### src/logic/sys_config_map.svh
// Register offsets, field positions and reset values of the system config block.
// Assumes inclusion by bare name from package and modules.
`ifndef SYS_CONFIG_MAP_SVH
`define SYS_CONFIG_MAP_SVH

`define OFS_INPUT_SYNC_BYPASS_LOW 12'h00C
`define OFS_INPUT_SYNC_BYPASS_HIGH 12'h010
`define OFS_DEBUG_PORT_OVERRIDE 12'h014
`define OFS_MEMORY_POWER_DOWN 12'h018

`define LOW_PIN_COUNT 30
`define HIGH_PIN_COUNT 6
`define SYNC_STAGES 2
`define MEM_COUNT 8

`define BIT_CORE1_ATTACH 7
`define BIT_CORE1_CLOCK 6
`define BIT_CORE1_DATA_IN 5
`define BIT_CORE1_DATA_OUT 4
`define BIT_CORE0_ATTACH 3
`define BIT_CORE0_CLOCK 2
`define BIT_CORE0_DATA_IN 1
`define BIT_CORE0_DATA_OUT 0

`define RST_INPUT_SYNC_BYPASS_LOW 30'h00000000
`define RST_INPUT_SYNC_BYPASS_HIGH 6'h00
`define RST_DEBUG_OVERRIDE_WR 8'h66
`define RST_MEMORY_POWER_DOWN 8'h00

`endif

### src/logic/sys_config_pkg.sv
// Types shared by the system config block.
// Assumes sys_config_map.svh on the include path.
`include "sys_config_map.svh"
package sys_config_pkg;
  typedef logic [`LOW_PIN_COUNT+`HIGH_PIN_COUNT-1:0] gpio_vec_t;
  typedef logic [`MEM_COUNT-1:0] mem_vec_t;
  typedef struct packed {
    logic clk;
    logic data_in;
  } debug_in_s;
endpackage

### src/logic/gpio_sync_if.sv
// Interface carrying GPIO input path signals between top and sync stage.
// Assumes sys_config_pkg compiled first.
`timescale 1ns/1ps
interface gpio_sync_if;
  import sys_config_pkg::*;
  gpio_vec_t pins;
  gpio_vec_t bypass;
  gpio_vec_t to_core;
  modport top (output pins, output bypass, input to_core);
  modport sync (input pins, input bypass, output to_core);
endinterface

### src/logic/gpio_input_sync.sv
// Per-pin input synchroniser with a software bypass.
// Assumes one system clock; pins are asynchronous unless bypassed.
`timescale 1ns/1ps
module gpio_input_sync #(
  parameter int WIDTH = 36
) (
  // Clock and reset
  input wire logic core_clk_i,
  input wire logic rst_n_i,
  // GPIO path
  gpio_sync_if.sync io
);
  import sys_config_pkg::*;

  logic [WIDTH-1:0] meta_reg;
  logic [WIDTH-1:0] stable_reg;
  logic [WIDTH-1:0] sync_out_reg;

  // Two-flop synchroniser; first stage read only by second
  always_ff @(posedge core_clk_i) begin
    if (!rst_n_i) begin
      meta_reg <= '0;
      stable_reg <= '0;
    end else begin
      meta_reg <= io.pins;
      stable_reg <= meta_reg;
    end
  end

  // Core input register; bypassed pins skip both sync stages
  always_ff @(posedge core_clk_i) begin
    if (!rst_n_i) begin
      sync_out_reg <= '0;
    end else begin
      sync_out_reg <= (io.bypass & io.pins) | (~io.bypass & stable_reg);
    end
  end

  assign io.to_core = sync_out_reg;
endmodule

### src/logic/sys_config_regs.sv
// System config register bank: GPIO sync bypass, debug port override, memory power down.
// Assumes an APB master on core_clk_i and one synchronous active-low reset.
//
// Contract
// - Low bypass bits 29:0 route GPIO 0-29 to the core input register without sync.
// - High bypass bits 5:0 do the same for GPIO 30-35.
// - A bypassed pin reaches the core input register two cycles sooner.
// - Bit 7 detaches core 1 debug from pads and hands it to register bits.
// - When core 1 attached, bit 6 drives its debug clock; resets to 1.
// - When core 1 attached, bit 5 drives its debug data input; resets to 1.
// - Bit 4 reads core 1 debug data output.
// - Bit 3 detaches core 0 debug from pads and hands it to register bits.
// - When core 0 attached, bit 2 drives its debug clock; resets to 1.
// - When core 0 attached, bit 1 drives its debug data input; resets to 1.
// - Bit 0 reads core 0 debug data output.
// - Memory power-down bits 0-5 SRAM banks, 6 USB memory, 7 ROM; reset 0.
//
// The APB interface to the registers is this design's own decision.
`timescale 1ns/1ps
`include "sys_config_map.svh"
module sys_config_regs (
  // Clock and reset
  input wire logic core_clk_i,
  input wire logic rst_n_i,
  // APB slave
  input wire logic psel_i,
  input wire logic penable_i,
  input wire logic pwrite_i,
  input wire logic [11:0] paddr_i,
  input wire logic [31:0] pwdata_i,
  input wire logic [3:0] pstrb_i,
  output logic [31:0] prdata_o,
  output logic pready_o,
  output logic pslverr_o,
  // GPIO input path
  input wire sys_config_pkg::gpio_vec_t gpio_pins_i,
  output sys_config_pkg::gpio_vec_t gpio_to_core_o,
  // Debug pads and cores
  input wire sys_config_pkg::debug_in_s core0_pad_i,
  input wire sys_config_pkg::debug_in_s core1_pad_i,
  input wire logic core0_debug_data_out_i,
  input wire logic core1_debug_data_out_i,
  output sys_config_pkg::debug_in_s core0_debug_o,
  output sys_config_pkg::debug_in_s core1_debug_o,
  output logic core0_pad_detached_o,
  output logic core1_pad_detached_o,
  // Memory power
  output sys_config_pkg::mem_vec_t memory_power_down_o
);
  import sys_config_pkg::*;

  // ****************************************
  // Storage
  // ****************************************
  logic [`LOW_PIN_COUNT-1:0] input_sync_bypass_low_reg;
  logic [`HIGH_PIN_COUNT-1:0] input_sync_bypass_high_reg;
  logic core1_debug_attach_reg;
  logic core1_debug_clock_drive_reg;
  logic core1_debug_data_in_drive_reg;
  logic core0_debug_attach_reg;
  logic core0_debug_clock_drive_reg;
  logic core0_debug_data_in_drive_reg;
  logic [`MEM_COUNT-1:0] memory_power_down_reg;
  logic core0_dout_meta_reg;
  logic core0_dout_reg;
  logic core1_dout_meta_reg;
  logic core1_dout_reg;
  logic [31:0] prdata_reg;
  logic [31:0] rdata_next;
  logic [31:0] wmask;
  logic [31:0] wdata_masked;
  logic wr_en;
  logic rd_en;
  logic addr_hit;

  // Byte-lane mask from strobes
  function automatic logic [31:0] lane_mask(input logic [3:0] strb);
    lane_mask = {{8{strb[3]}}, {8{strb[2]}}, {8{strb[1]}}, {8{strb[0]}}};
  endfunction

  // Merge new write data into old register contents
  function automatic logic [31:0] merge(input logic [31:0] old, input logic [31:0] nw,
                                        input logic [31:0] m);
    merge = (old & ~m) | (nw & m);
  endfunction

  // ****************************************
  // APB decode
  // ****************************************
  always_comb begin
    case (paddr_i)
      `OFS_INPUT_SYNC_BYPASS_LOW,
      `OFS_INPUT_SYNC_BYPASS_HIGH,
      `OFS_DEBUG_PORT_OVERRIDE,
      `OFS_MEMORY_POWER_DOWN: addr_hit = 1'b1;
      default: addr_hit = 1'b0;
    endcase
  end

  assign wr_en = psel_i & penable_i & pwrite_i & addr_hit;
  assign rd_en = psel_i & penable_i & ~pwrite_i;
  assign wmask = lane_mask(pstrb_i);
  assign pready_o = 1'b1;
  assign pslverr_o = psel_i & penable_i & ~addr_hit;

  // ****************************************
  // Register writes
  // ****************************************
  always_ff @(posedge core_clk_i) begin
    if (!rst_n_i) begin
      input_sync_bypass_low_reg <= `RST_INPUT_SYNC_BYPASS_LOW;
    end else if (wr_en && paddr_i == `OFS_INPUT_SYNC_BYPASS_LOW) begin
      input_sync_bypass_low_reg <= wdata_masked[`LOW_PIN_COUNT-1:0];
    end
  end

  always_ff @(posedge core_clk_i) begin
    if (!rst_n_i) begin
      input_sync_bypass_high_reg <= `RST_INPUT_SYNC_BYPASS_HIGH;
    end else if (wr_en && paddr_i == `OFS_INPUT_SYNC_BYPASS_HIGH) begin
      input_sync_bypass_high_reg <= wdata_masked[`HIGH_PIN_COUNT-1:0];
    end
  end

  always_ff @(posedge core_clk_i) begin
    if (!rst_n_i) begin
      core1_debug_attach_reg <= 1'b0;
      core1_debug_clock_drive_reg <= 1'b1;
      core1_debug_data_in_drive_reg <= 1'b1;
      core0_debug_attach_reg <= 1'b0;
      core0_debug_clock_drive_reg <= 1'b1;
      core0_debug_data_in_drive_reg <= 1'b1;
    end else if (wr_en && paddr_i == `OFS_DEBUG_PORT_OVERRIDE) begin
      core1_debug_attach_reg <= wdata_masked[`BIT_CORE1_ATTACH];
      core1_debug_clock_drive_reg <= wdata_masked[`BIT_CORE1_CLOCK];
      core1_debug_data_in_drive_reg <= wdata_masked[`BIT_CORE1_DATA_IN];
      core0_debug_attach_reg <= wdata_masked[`BIT_CORE0_ATTACH];
      core0_debug_clock_drive_reg <= wdata_masked[`BIT_CORE0_CLOCK];
      core0_debug_data_in_drive_reg <= wdata_masked[`BIT_CORE0_DATA_IN];
    end
  end

  always_ff @(posedge core_clk_i) begin
    if (!rst_n_i) begin
      memory_power_down_reg <= `RST_MEMORY_POWER_DOWN;
    end else if (wr_en && paddr_i == `OFS_MEMORY_POWER_DOWN) begin
      memory_power_down_reg <= wdata_masked[`MEM_COUNT-1:0];
    end
  end

  // Old contents for the addressed word, used for partial-strobe merge
  always_comb begin
    wdata_masked = merge(rdata_next, pwdata_i, wmask);
  end

  // ****************************************
  // Debug data out observation
  // ****************************************
  // Core debug outputs may run on the pad clock, so resync them
  always_ff @(posedge core_clk_i) begin
    if (!rst_n_i) begin
      core0_dout_meta_reg <= 1'b0;
      core0_dout_reg <= 1'b0;
      core1_dout_meta_reg <= 1'b0;
      core1_dout_reg <= 1'b0;
    end else begin
      core0_dout_meta_reg <= core0_debug_data_out_i;
      core0_dout_reg <= core0_dout_meta_reg;
      core1_dout_meta_reg <= core1_debug_data_out_i;
      core1_dout_reg <= core1_dout_meta_reg;
    end
  end

  // ****************************************
  // Read mux
  // ****************************************
  always_comb begin
    rdata_next = 32'h00000000;
    case (paddr_i)
      `OFS_INPUT_SYNC_BYPASS_LOW: rdata_next[`LOW_PIN_COUNT-1:0] = input_sync_bypass_low_reg;
      `OFS_INPUT_SYNC_BYPASS_HIGH: rdata_next[`HIGH_PIN_COUNT-1:0] = input_sync_bypass_high_reg;
      `OFS_DEBUG_PORT_OVERRIDE: begin
        rdata_next[`BIT_CORE1_ATTACH] = core1_debug_attach_reg;
        rdata_next[`BIT_CORE1_CLOCK] = core1_debug_clock_drive_reg;
        rdata_next[`BIT_CORE1_DATA_IN] = core1_debug_data_in_drive_reg;
        rdata_next[`BIT_CORE1_DATA_OUT] = core1_dout_reg;
        rdata_next[`BIT_CORE0_ATTACH] = core0_debug_attach_reg;
        rdata_next[`BIT_CORE0_CLOCK] = core0_debug_clock_drive_reg;
        rdata_next[`BIT_CORE0_DATA_IN] = core0_debug_data_in_drive_reg;
        rdata_next[`BIT_CORE0_DATA_OUT] = core0_dout_reg;
      end
      `OFS_MEMORY_POWER_DOWN: rdata_next[`MEM_COUNT-1:0] = memory_power_down_reg;
      default: rdata_next = 32'h00000000;
    endcase
  end

  // Read data captured in setup phase; stays until next read
  always_ff @(posedge core_clk_i) begin
    if (!rst_n_i) begin
      prdata_reg <= 32'h00000000;
    end else if (psel_i && !penable_i && !pwrite_i) begin
      prdata_reg <= rdata_next;
    end
  end

  assign prdata_o = rd_en ? prdata_reg : 32'h00000000;

  // ****************************************
  // Debug port steering
  // ****************************************
  always_comb begin
    core1_debug_o = core1_pad_i;
    core0_debug_o = core0_pad_i;
    if (core1_debug_attach_reg) begin
      core1_debug_o.clk = core1_debug_clock_drive_reg;
      core1_debug_o.data_in = core1_debug_data_in_drive_reg;
    end
    if (core0_debug_attach_reg) begin
      core0_debug_o.clk = core0_debug_clock_drive_reg;
      core0_debug_o.data_in = core0_debug_data_in_drive_reg;
    end
  end

  assign core1_pad_detached_o = core1_debug_attach_reg;
  assign core0_pad_detached_o = core0_debug_attach_reg;
  assign memory_power_down_o = memory_power_down_reg;

  // ****************************************
  // GPIO input path
  // ****************************************
  gpio_sync_if gpio_bus ();

  assign gpio_bus.pins = gpio_pins_i;
  assign gpio_bus.bypass = {input_sync_bypass_high_reg, input_sync_bypass_low_reg};
  assign gpio_to_core_o = gpio_bus.to_core;

  gpio_input_sync #(
    .WIDTH(`LOW_PIN_COUNT + `HIGH_PIN_COUNT)
  ) u_gpio_input_sync (
    .core_clk_i(core_clk_i),
    .rst_n_i(rst_n_i),
    .io(gpio_bus.sync)
  );
endmodule

### config.mk
export PLATFORM = sky130hd
export DESIGN_NAME = sys_config_regs
export DESIGN_NICKNAME = d
export VERILOG_FILES = /design/src/logic/sys_config_pkg.sv /design/src/logic/gpio_sync_if.sv /design/src/logic/gpio_input_sync.sv /design/src/logic/sys_config_regs.sv
export VERILOG_INCLUDE_DIRS = /design/src /design/src/logic
export SDC_FILE = /design/constraint.sdc
export NUM_CORES = 1
export LEC_CHECK = 0
export BUFFER_PORTS_ARGS = -buffer_cell sky130_fd_sc_hd__buf_2
export CORE_MARGIN = 2
export CORE_UTILIZATION = 57
export DETAILED_ROUTE_END_ITERATION = 7
export PLACE_DENSITY = 0.86
export REMOVE_ABC_BUFFERS = 1
export SLEW_MARGIN = 20
export SYNTH_ARGS = -nofsm -noshare
export SYNTH_HDL_FRONTEND = slang
export SYNTH_HIERARCHICAL = 1
export SYNTH_SLANG_ARGS = --single-unit
### constraint.sdc
create_clock -name core_clk_i -period 5.3 [get_ports core_clk_i]
set_clock_uncertainty 0.1 [all_clocks]
set_input_delay 1.325 -clock core_clk_i [delete_from_list [all_inputs] [get_ports core_clk_i]]
set_output_delay 1.325 -clock core_clk_i [all_outputs]
set_load 0.01 [all_outputs]
### Yosys cells after proc, flatten, opt, wreduce, memory -nomap -nowiden

Cells that the tools add are included.
W data, S select, Z words.

* muxes and demuxes: 7
* bitwise operators: 15
* reduce and logical (&&, ||, !) cells: 9
* eq/ne operators: 4

Operators by type and width (count)
* $and A36 B36 Y36: 2
* $and A30 B30 Y30: 2
* $eq A12 B5 Y1 const B: 3
* $not A36 Y36: 1
* $or A36 B36 Y36: 1
* $mux W30: 1
* $not A30 Y30: 1
* $or A30 B30 Y30: 1
* $pmux W6 S4: 1
* $mux W22: 1
* $eq A12 B4 Y1 const B: 1
* $logic_and A1 B1 Y1: 6
* $pmux W2 S3: 1
* $and A1 B1 Y1: 5
* $mux W2: 2
* $reduce_or A4 Y1: 1
* $logic_not A1 Y1: 2
* $not A1 Y1: 2
* $mux W1: 1

* input port bits: 95
* register bits: 192
* output and inout bits: 84

### Depth between registers and ports, before layout

Gate-level depths: netlist of run 1.

* depth after elaboration: 5
* gate-level depth with buffers: 6
* mapped depth without buffers: 4

### By module

Netlist of run 1, hierarchy kept.

Modules (own cells, without submodules)
* sys_config_regs: times used 1, cells each 459, area an instance 3958.8 um2
* gpio_input_sync: times used 1, cells each 264, area an instance 3315.7 um2

### Worst setup path before layout of run 1

OpenSTA, ideal clock, no wires.

* kind: input to output
* start point: input port paddr_i[2]
* end point: output port pslverr_o
* path buffers: 2
* setup slack: 1515 ps
* stages: 5
* arrival: 2360 ps
* cells stage by stage: clkbuf_1 clkbuf_1 nand2_1 xnor2_1 a21oi_1

* longest elaborated chain between the ends: 5

Ends and longest elaborated chain
* start, declared: line sys_config_regs.sv:29 `input wire logic [11:0] paddr_i,`
* $eq A12 B4 Y1 / $eq A12 B5 Y1 (equally long branches): line sys_config_regs.sv:91 `case (paddr_i)`
* $reduce_or A4 Y1 *: line sys_config_regs.sv:91
* $mux W1 *: line sys_config_regs.sv:91
* $not A1 Y1 *: line sys_config_regs.sv:104 `assign pslverr_o = psel_i & penable_i & ~addr_hit;`
* $and A1 B1 Y1 *: line sys_config_regs.sv:104
* end, declared: line sys_config_regs.sv:34 `output logic pslverr_o,`

Mark *: on every way between the ends. The rest lies on a longest branch, timed or not.

### Worst setup path in the final report of run 1

* start point: input port paddr_i[1]
* end point: output port pslverr_o

Same word-level chain as after synthesis.

==> flow_summary.ini, run 1 <==
[outcome]
status = complete, no violations

[clock_tree]
clk_latency_ps = 430
cts_setup_buffers = 0
cts_made_buffers = 17
cts.clk_slew.worst_paths_ps = 70
cts_resized = 0
cts_hold_buf = 0
cts_htree_levels = 4
cts_buffer_depth = 2
tritoncts = done
cts_num_sinks = 192
cts-root-buf = clkbuf_16

[yosys]
synth_commonest_cells = dfxtp_1 (192), and2_1 (99), mux2i_1 (65)
synth_top_area_frac = 0.528
ys_seq_elements = 192
synth_edf_count = 0
synth-main-ff-cell = dfxtp_1
yosysSeqAreaShare = 0.528
yosysTopAreaCell = dfxtp_1
synth_area_per_cell_um2 = 10.1
yosysMostFrequentCell = dfxtp_1
synth.distinct_cells = 43
async_reset_ff_frac = 0
synth_cells = 723
yosys_warnings = 6
syn_area_um2 = 7270
yosys-top-cells-area = dfxtp_1 (53%), mux2i_1 (8.9%), and2_1 (8.5%)

[floorplan]
core_area_um2 = 12500
die-area_um2 = 13700
rows = 41
io-pin-count = 179
die_h_um = 117
start_util = 0.581
die_width_um = 117

[global_routing]
grt_pass1_wl_um = 25100
antenna_found_initial = 3
grt_use_total = 0.239
grt_overflow = 0
grt_max_degree = 102
grt_pass1_vias = 5153

[critical_path]
cp.required_ps = 3880
critPathSlowestCell = or4_1
cp-endpoint = pslverr_o
crit_chain = buf_2 > or4_1 > nor3_1 > a21oi_1 > buf_2
crit_start = paddr_i[1]
setup.worst_path.class = input port to output port
cpPeakStageDelay_ps = 820
r2r_setup_slack_ps = 3330
r2r_end = core0_debug_clock_drive_reg$_SDFFE_PN1P_
path_common_cell = buf_2
cp-end-kind = output port
worstPathArrival_ps = 2720
rr_startpoint = core0_debug_clock_drive_reg$_SDFFE_PN1P_
cp_max_fo = 10
reg2regPathDepth = 4
start_kind = input port

[timing]
rsz0062_at_grt = no
hold_viol_final = 0
setup_tns_ps = 0
finalMaxSlewViolations = 0
relSlewSlack = 0.240
setup_slack_ps = 1150
period_minus_slack_ps = 4150
worst_pin_slew_ps = 1130
setup_viol = 0
min_period_over_period = 0.782
fmax_ghz = 0.241

[finish]
utilization = 0.698
multiInputGateArea_um2 = 3150
regArea_um2 = 3840
drive_above_1_share = 0.266
final_cell_area_um2 = 8730
area_growth_pct = 20.1
nets = 962
nFillCells = 1013

[drt]
drc = 0
drt_first_pass_iters = 5
drt_iter0_drc = 407
wl_um = 16500
via_per_inst = 5.30
wl_per_cell_um = 15.6
antenna_left = 0
vias = 5579

[pwr]
power_density_nw_per_um2 = 339
cellLeakagePower_uw = 0.00361
p_seq_frac = 0.501
clockPowerShare = 0.446
switching_share = 0.217
intPower_uw = 2320
power.switching_uw = 644
p_comb_frac = 0.053
ir_worst_vdd_v = 0.000238

[placement]
port_buffers = 173
place_congestion = 0.849
place_area_um2 = 8110
hpwl_um = 11100
dp_slack_ps = 1180

[flow_run]
maxCapViolations = 0

[min_path]
hold_class = register to register
[placed cells by master (no fill, tap or decap), drive strengths merged, types with 3 or more instances in the layout]
master / instances
dfxtp: 192
nand3b: 17
mux2: 4
o21ai: 15
a21oi: 34
o311ai: 6
clkbuf: 21
nor3: 3
nor2: 35
nand2: 62
nor4: 6
and2: 112
o2111ai: 3
buf: 177
and3: 3
nand3: 7
clkinv: 4
a22oi: 26
a211oi: 11
mux2i: 65
inv: 6
nand2b: 9
o211ai: 5
bufinv: 3
nor2b: 38
conb: 3
[cell type report]
cell class / count / area share
Inverter: 2 / 0.000860
Antenna cell: 1 / 0.000287
Timing Repair Buffer: 177 / 0.103
Clock inverter: 11 / 0.0175
Tap cell: 172 / 0.0246
Clock buffer: 21 / 0.0527
Sequential cell: 192 / 0.440
Multi-Input combinational cell: 477 / 0.361
[metal layers]
layer,up-vias,track usage,wire [µm]
met1,2598,0.289,6880
met2,228,0.395,7710
met5,-,0,30
met4,4,0.0722,190
met3,21,0.0973,1660
li1,2728,-,-
[per-stage QoR]
| step | cells | power (µW) | hold slack (ps) |
|---|---|---|---|
| after global routing | 1052 | 3050 | 338 |
| final | 1053 | 2960 | 327 |
| after global placement | 1020 | 1670 | 312 |
| after floorplan | 671 | 1580 | 312 |
| after detailed placement | 1020 | 1670 | 320 |
| after CTS | 1052 | 2970 | 332 |
[worst min-delay path by stage]
stage / from / to / slack, ps / depth (start not counted)
6_report: u_gpio_input_sync/meta_reg[1]$_SDFF_PN0_ / u_gpio_input_sync/stable_reg[1]$_SDFF_PN0_ / 330 / 1
5_1_grt: u_gpio_input_sync/meta_reg[0]$_SDFF_PN0_ / u_gpio_input_sync/stable_reg[0]$_SDFF_PN0_ / 340 / 1
4_1_cts: u_gpio_input_sync/meta_reg[1]$_SDFF_PN0_ / u_gpio_input_sync/stable_reg[1]$_SDFF_PN0_ / 330 / 1
3_5_place_dp: core1_dout_meta_reg$_SDFF_PN0_ / core1_dout_reg$_SDFF_PN0_ / 320 / 1
3_3_place_gp: u_gpio_input_sync/meta_reg[22]$_SDFF_PN0_ / u_gpio_input_sync/stable_reg[22]$_SDFF_PN0_ / 310 / 1
2_1_floorplan: core0_dout_meta_reg$_SDFF_PN0_ / core0_dout_reg$_SDFF_PN0_ / 310 / 1
[power groups by stage]
stage	Combinational (µW)	Sequential [µW]	Clock [µW]
final	158	1480	1320
after global routing	173	1490	1390
after CTS	158	1480	1330
after detailed placement	156	1520	0
after global placement	153	1520	0
after floorplan	66.2	1520	0
[critical path, delay by kind of cell]
kind / cells / cell delay, ps
simple gates: 2 / 1060
compound gates: 1 / 90
buf+inv: 2 / 240
[cells by family after synthesis]
kind of cell / synth area share
and+or+nand+nor: 0.237
DFF: 0.528
AOI/OAI and AO/OA: 0.0955
muxes: 0.0956
buffers and inverters: 0.0415
other: 0.00103
xor gates and xnor gates: 0.00120
Note: power is estimated with default switching activity, not from simulation.
==> run 2, diff against run 1 <==
- CORE_UTILIZATION: 57 -> 53
- PLACE_DENSITY: 0.86 -> 0.81
- clock period: 5.3 -> 4.15 ns (I/O delays scaled with it)
==> run 2 against run 1 <==
  * Clock power up 14%
  * Cell count up 0.57%
  * First-iteration DRC count down 12%
  * Sequential power up 28%
  * Setup slack worse by 610 ps
  * Critical path depth unchanged
  * Power up 21%
  * Wire length about the same
  * Largest cell class unchanged
==> flow_summary.ini, run 2 (synthesis results as in run 1) <==
[outcome]
status = complete, no violations

[clock_tree]
cts_made_buffers = 17
cts_num_sinks = 192
cts.clk_slew.worst_paths_ps = 60
cts-root-buf = clkbuf_16
clk_latency_ps = 430
tritoncts = done
cts_setup_buffers = 0
cts_hold_buf = 0
cts_resized = 0
cts_htree_levels = 4
cts_buffer_depth = 2

[floorplan]
die_width_um = 121
core_area_um2 = 13300
io-pin-count = 179
die-area_um2 = 14700
rows = 42
start_util = 0.545
die_h_um = 121

[pwr]
power_density_nw_per_um2 = 414
p_comb_frac = 0.057
cellLeakagePower_uw = 0.00359
intPower_uw = 2800
p_total_uw = 3600
p_seq_frac = 0.526
clockPowerShare = 0.417
switching_share = 0.221
ir_worst_vdd_v = 0.000276
power.switching_uw = 797

[placement]
place_congestion = 0.874
hpwl_um = 11200
dp_slack_ps = 565
dp_cells = 1029
port_buffers = 173

[timing]
min_period_over_period = 0.868
setup_viol = 0
period_minus_slack_ps = 3600
relSlewSlack = 0.248
setup_tns_ps = 0
setup_slack_ps = 549
fmax_ghz = 0.278
worst_pin_slew_ps = 1110
finalMaxSlewViolations = 0
hold_viol_final = 0
rsz0062_at_grt = no

[drt]
drc = 0
drt_iter0_drc = 359
via_per_inst = 5.22
wl_um = 16500
vias = 5530
wl_per_cell_um = 15.6
drt_first_pass_iters = 6
antenna_left = 0

[critical_path]
cp-end-kind = output port
cp_max_fo = 10
rr_startpoint = core0_debug_clock_drive_reg$_SDFFE_PN1P_
r2r_end = core0_debug_clock_drive_reg$_SDFFE_PN1P_
cp.required_ps = 3010
reg2regPathDepth = 4
start_kind = input port
worstPathArrival_ps = 2460
r2r_setup_slack_ps = 2160
setup.worst_path.class = input port to output port

[global_routing]
grt_pass1_vias = 5236
antenna_found_initial = 0
grt_pass1_wl_um = 26000
grt_max_degree = 106
met3_usage = 0.0902
grt_use_total = 0.227
use_met2 = 0.356
grt.busiest_layer = met2
grt_overflow = 0
grtUsageMet1 = 0.281

[finish]
final_cell_mix = dfxtp_1 (192), buf_2 (172), and2_1 (99)
drive_above_1_share = 0.268
insertedDiodeCount = 0
utilization = 0.652
final_common_cell = dfxtp_1
area_growth_pct = 19.7
nets = 967
fin_cells = 1059

[min_path]
holdPathEnd = u_gpio_input_sync/stable_reg[23]$_SDFF_PN0_
hold_class = register to register
hold_depth = 1
min-delay-start = u_gpio_input_sync/meta_reg[23]$_SDFF_PN0_

[flow_run]
maxCapViolations = 0
==> run 2: cell count changes in the layout (fill, tap and decap cells not counted), sizes merged, moves of 2 or more <==
cell	delta
buf	+5
clkinvlp	+3
inv	-3
clkbuf	+2
bufinv	-3
==> run 2: metal layers <==
layer	up-vias	part of all wire
met1	2573	0.44
met4	0	0.021
met2	203	0.45
li1	2726	-
met5	-	0
met3	28	0.094
==> run 2: layout make-up <==
class	instances	area [µm²]
clock buffer	23	488
clock inverter	7	53.8
fill	1114	4640
inverter	2	7.51
multi-input combinational	477	3140
sequential	192	3840
tap	176	220
timing repair buffer	182	948
==> run 2: worst max path at each step <==
stage / from / endpoint / cells after the start
CTS: paddr_i[1] / pslverr_o / 5
global placement: paddr_i[1] / pslverr_o / 5
detailed placement: paddr_i[1] / pslverr_o / 5
floorplan: paddr_i[1] / prdata_reg[10]$_SDFFE_PN0P_ / 4
finish: paddr_i[1] / pslverr_o / 5
global route: paddr_i[1] / pslverr_o / 5
==> run 2: power groups by stage <==
stage / Clock, µW / Combinational, µW / Sequential, µW
floorplan: 0 / 84.6 / 1940
global route: 1600 / 224 / 1900
global placement: 0 / 200 / 1940
CTS: 1520 / 206 / 1900
detailed placement: 0 / 204 / 1940
finish: 1500 / 205 / 1900
==> run 2: stage by stage <==
| step | cell area [µm²] | hold slack (ps) |
|---|---|---|
| final | 8710 | 333 |
| after global routing | 8710 | 343 |
| after CTS | 8710 | 333 |
| after detailed placement | 8160 | 318 |
| after global placement | 8160 | 314 |
| after floorplan | 6980 | 312 |
==> run 2: critical path, cell delays in order <==
cell and delay, ps:
buf_2 100, or4_1 810, nor3_1 260, a21oi_1 90, buf_2 160
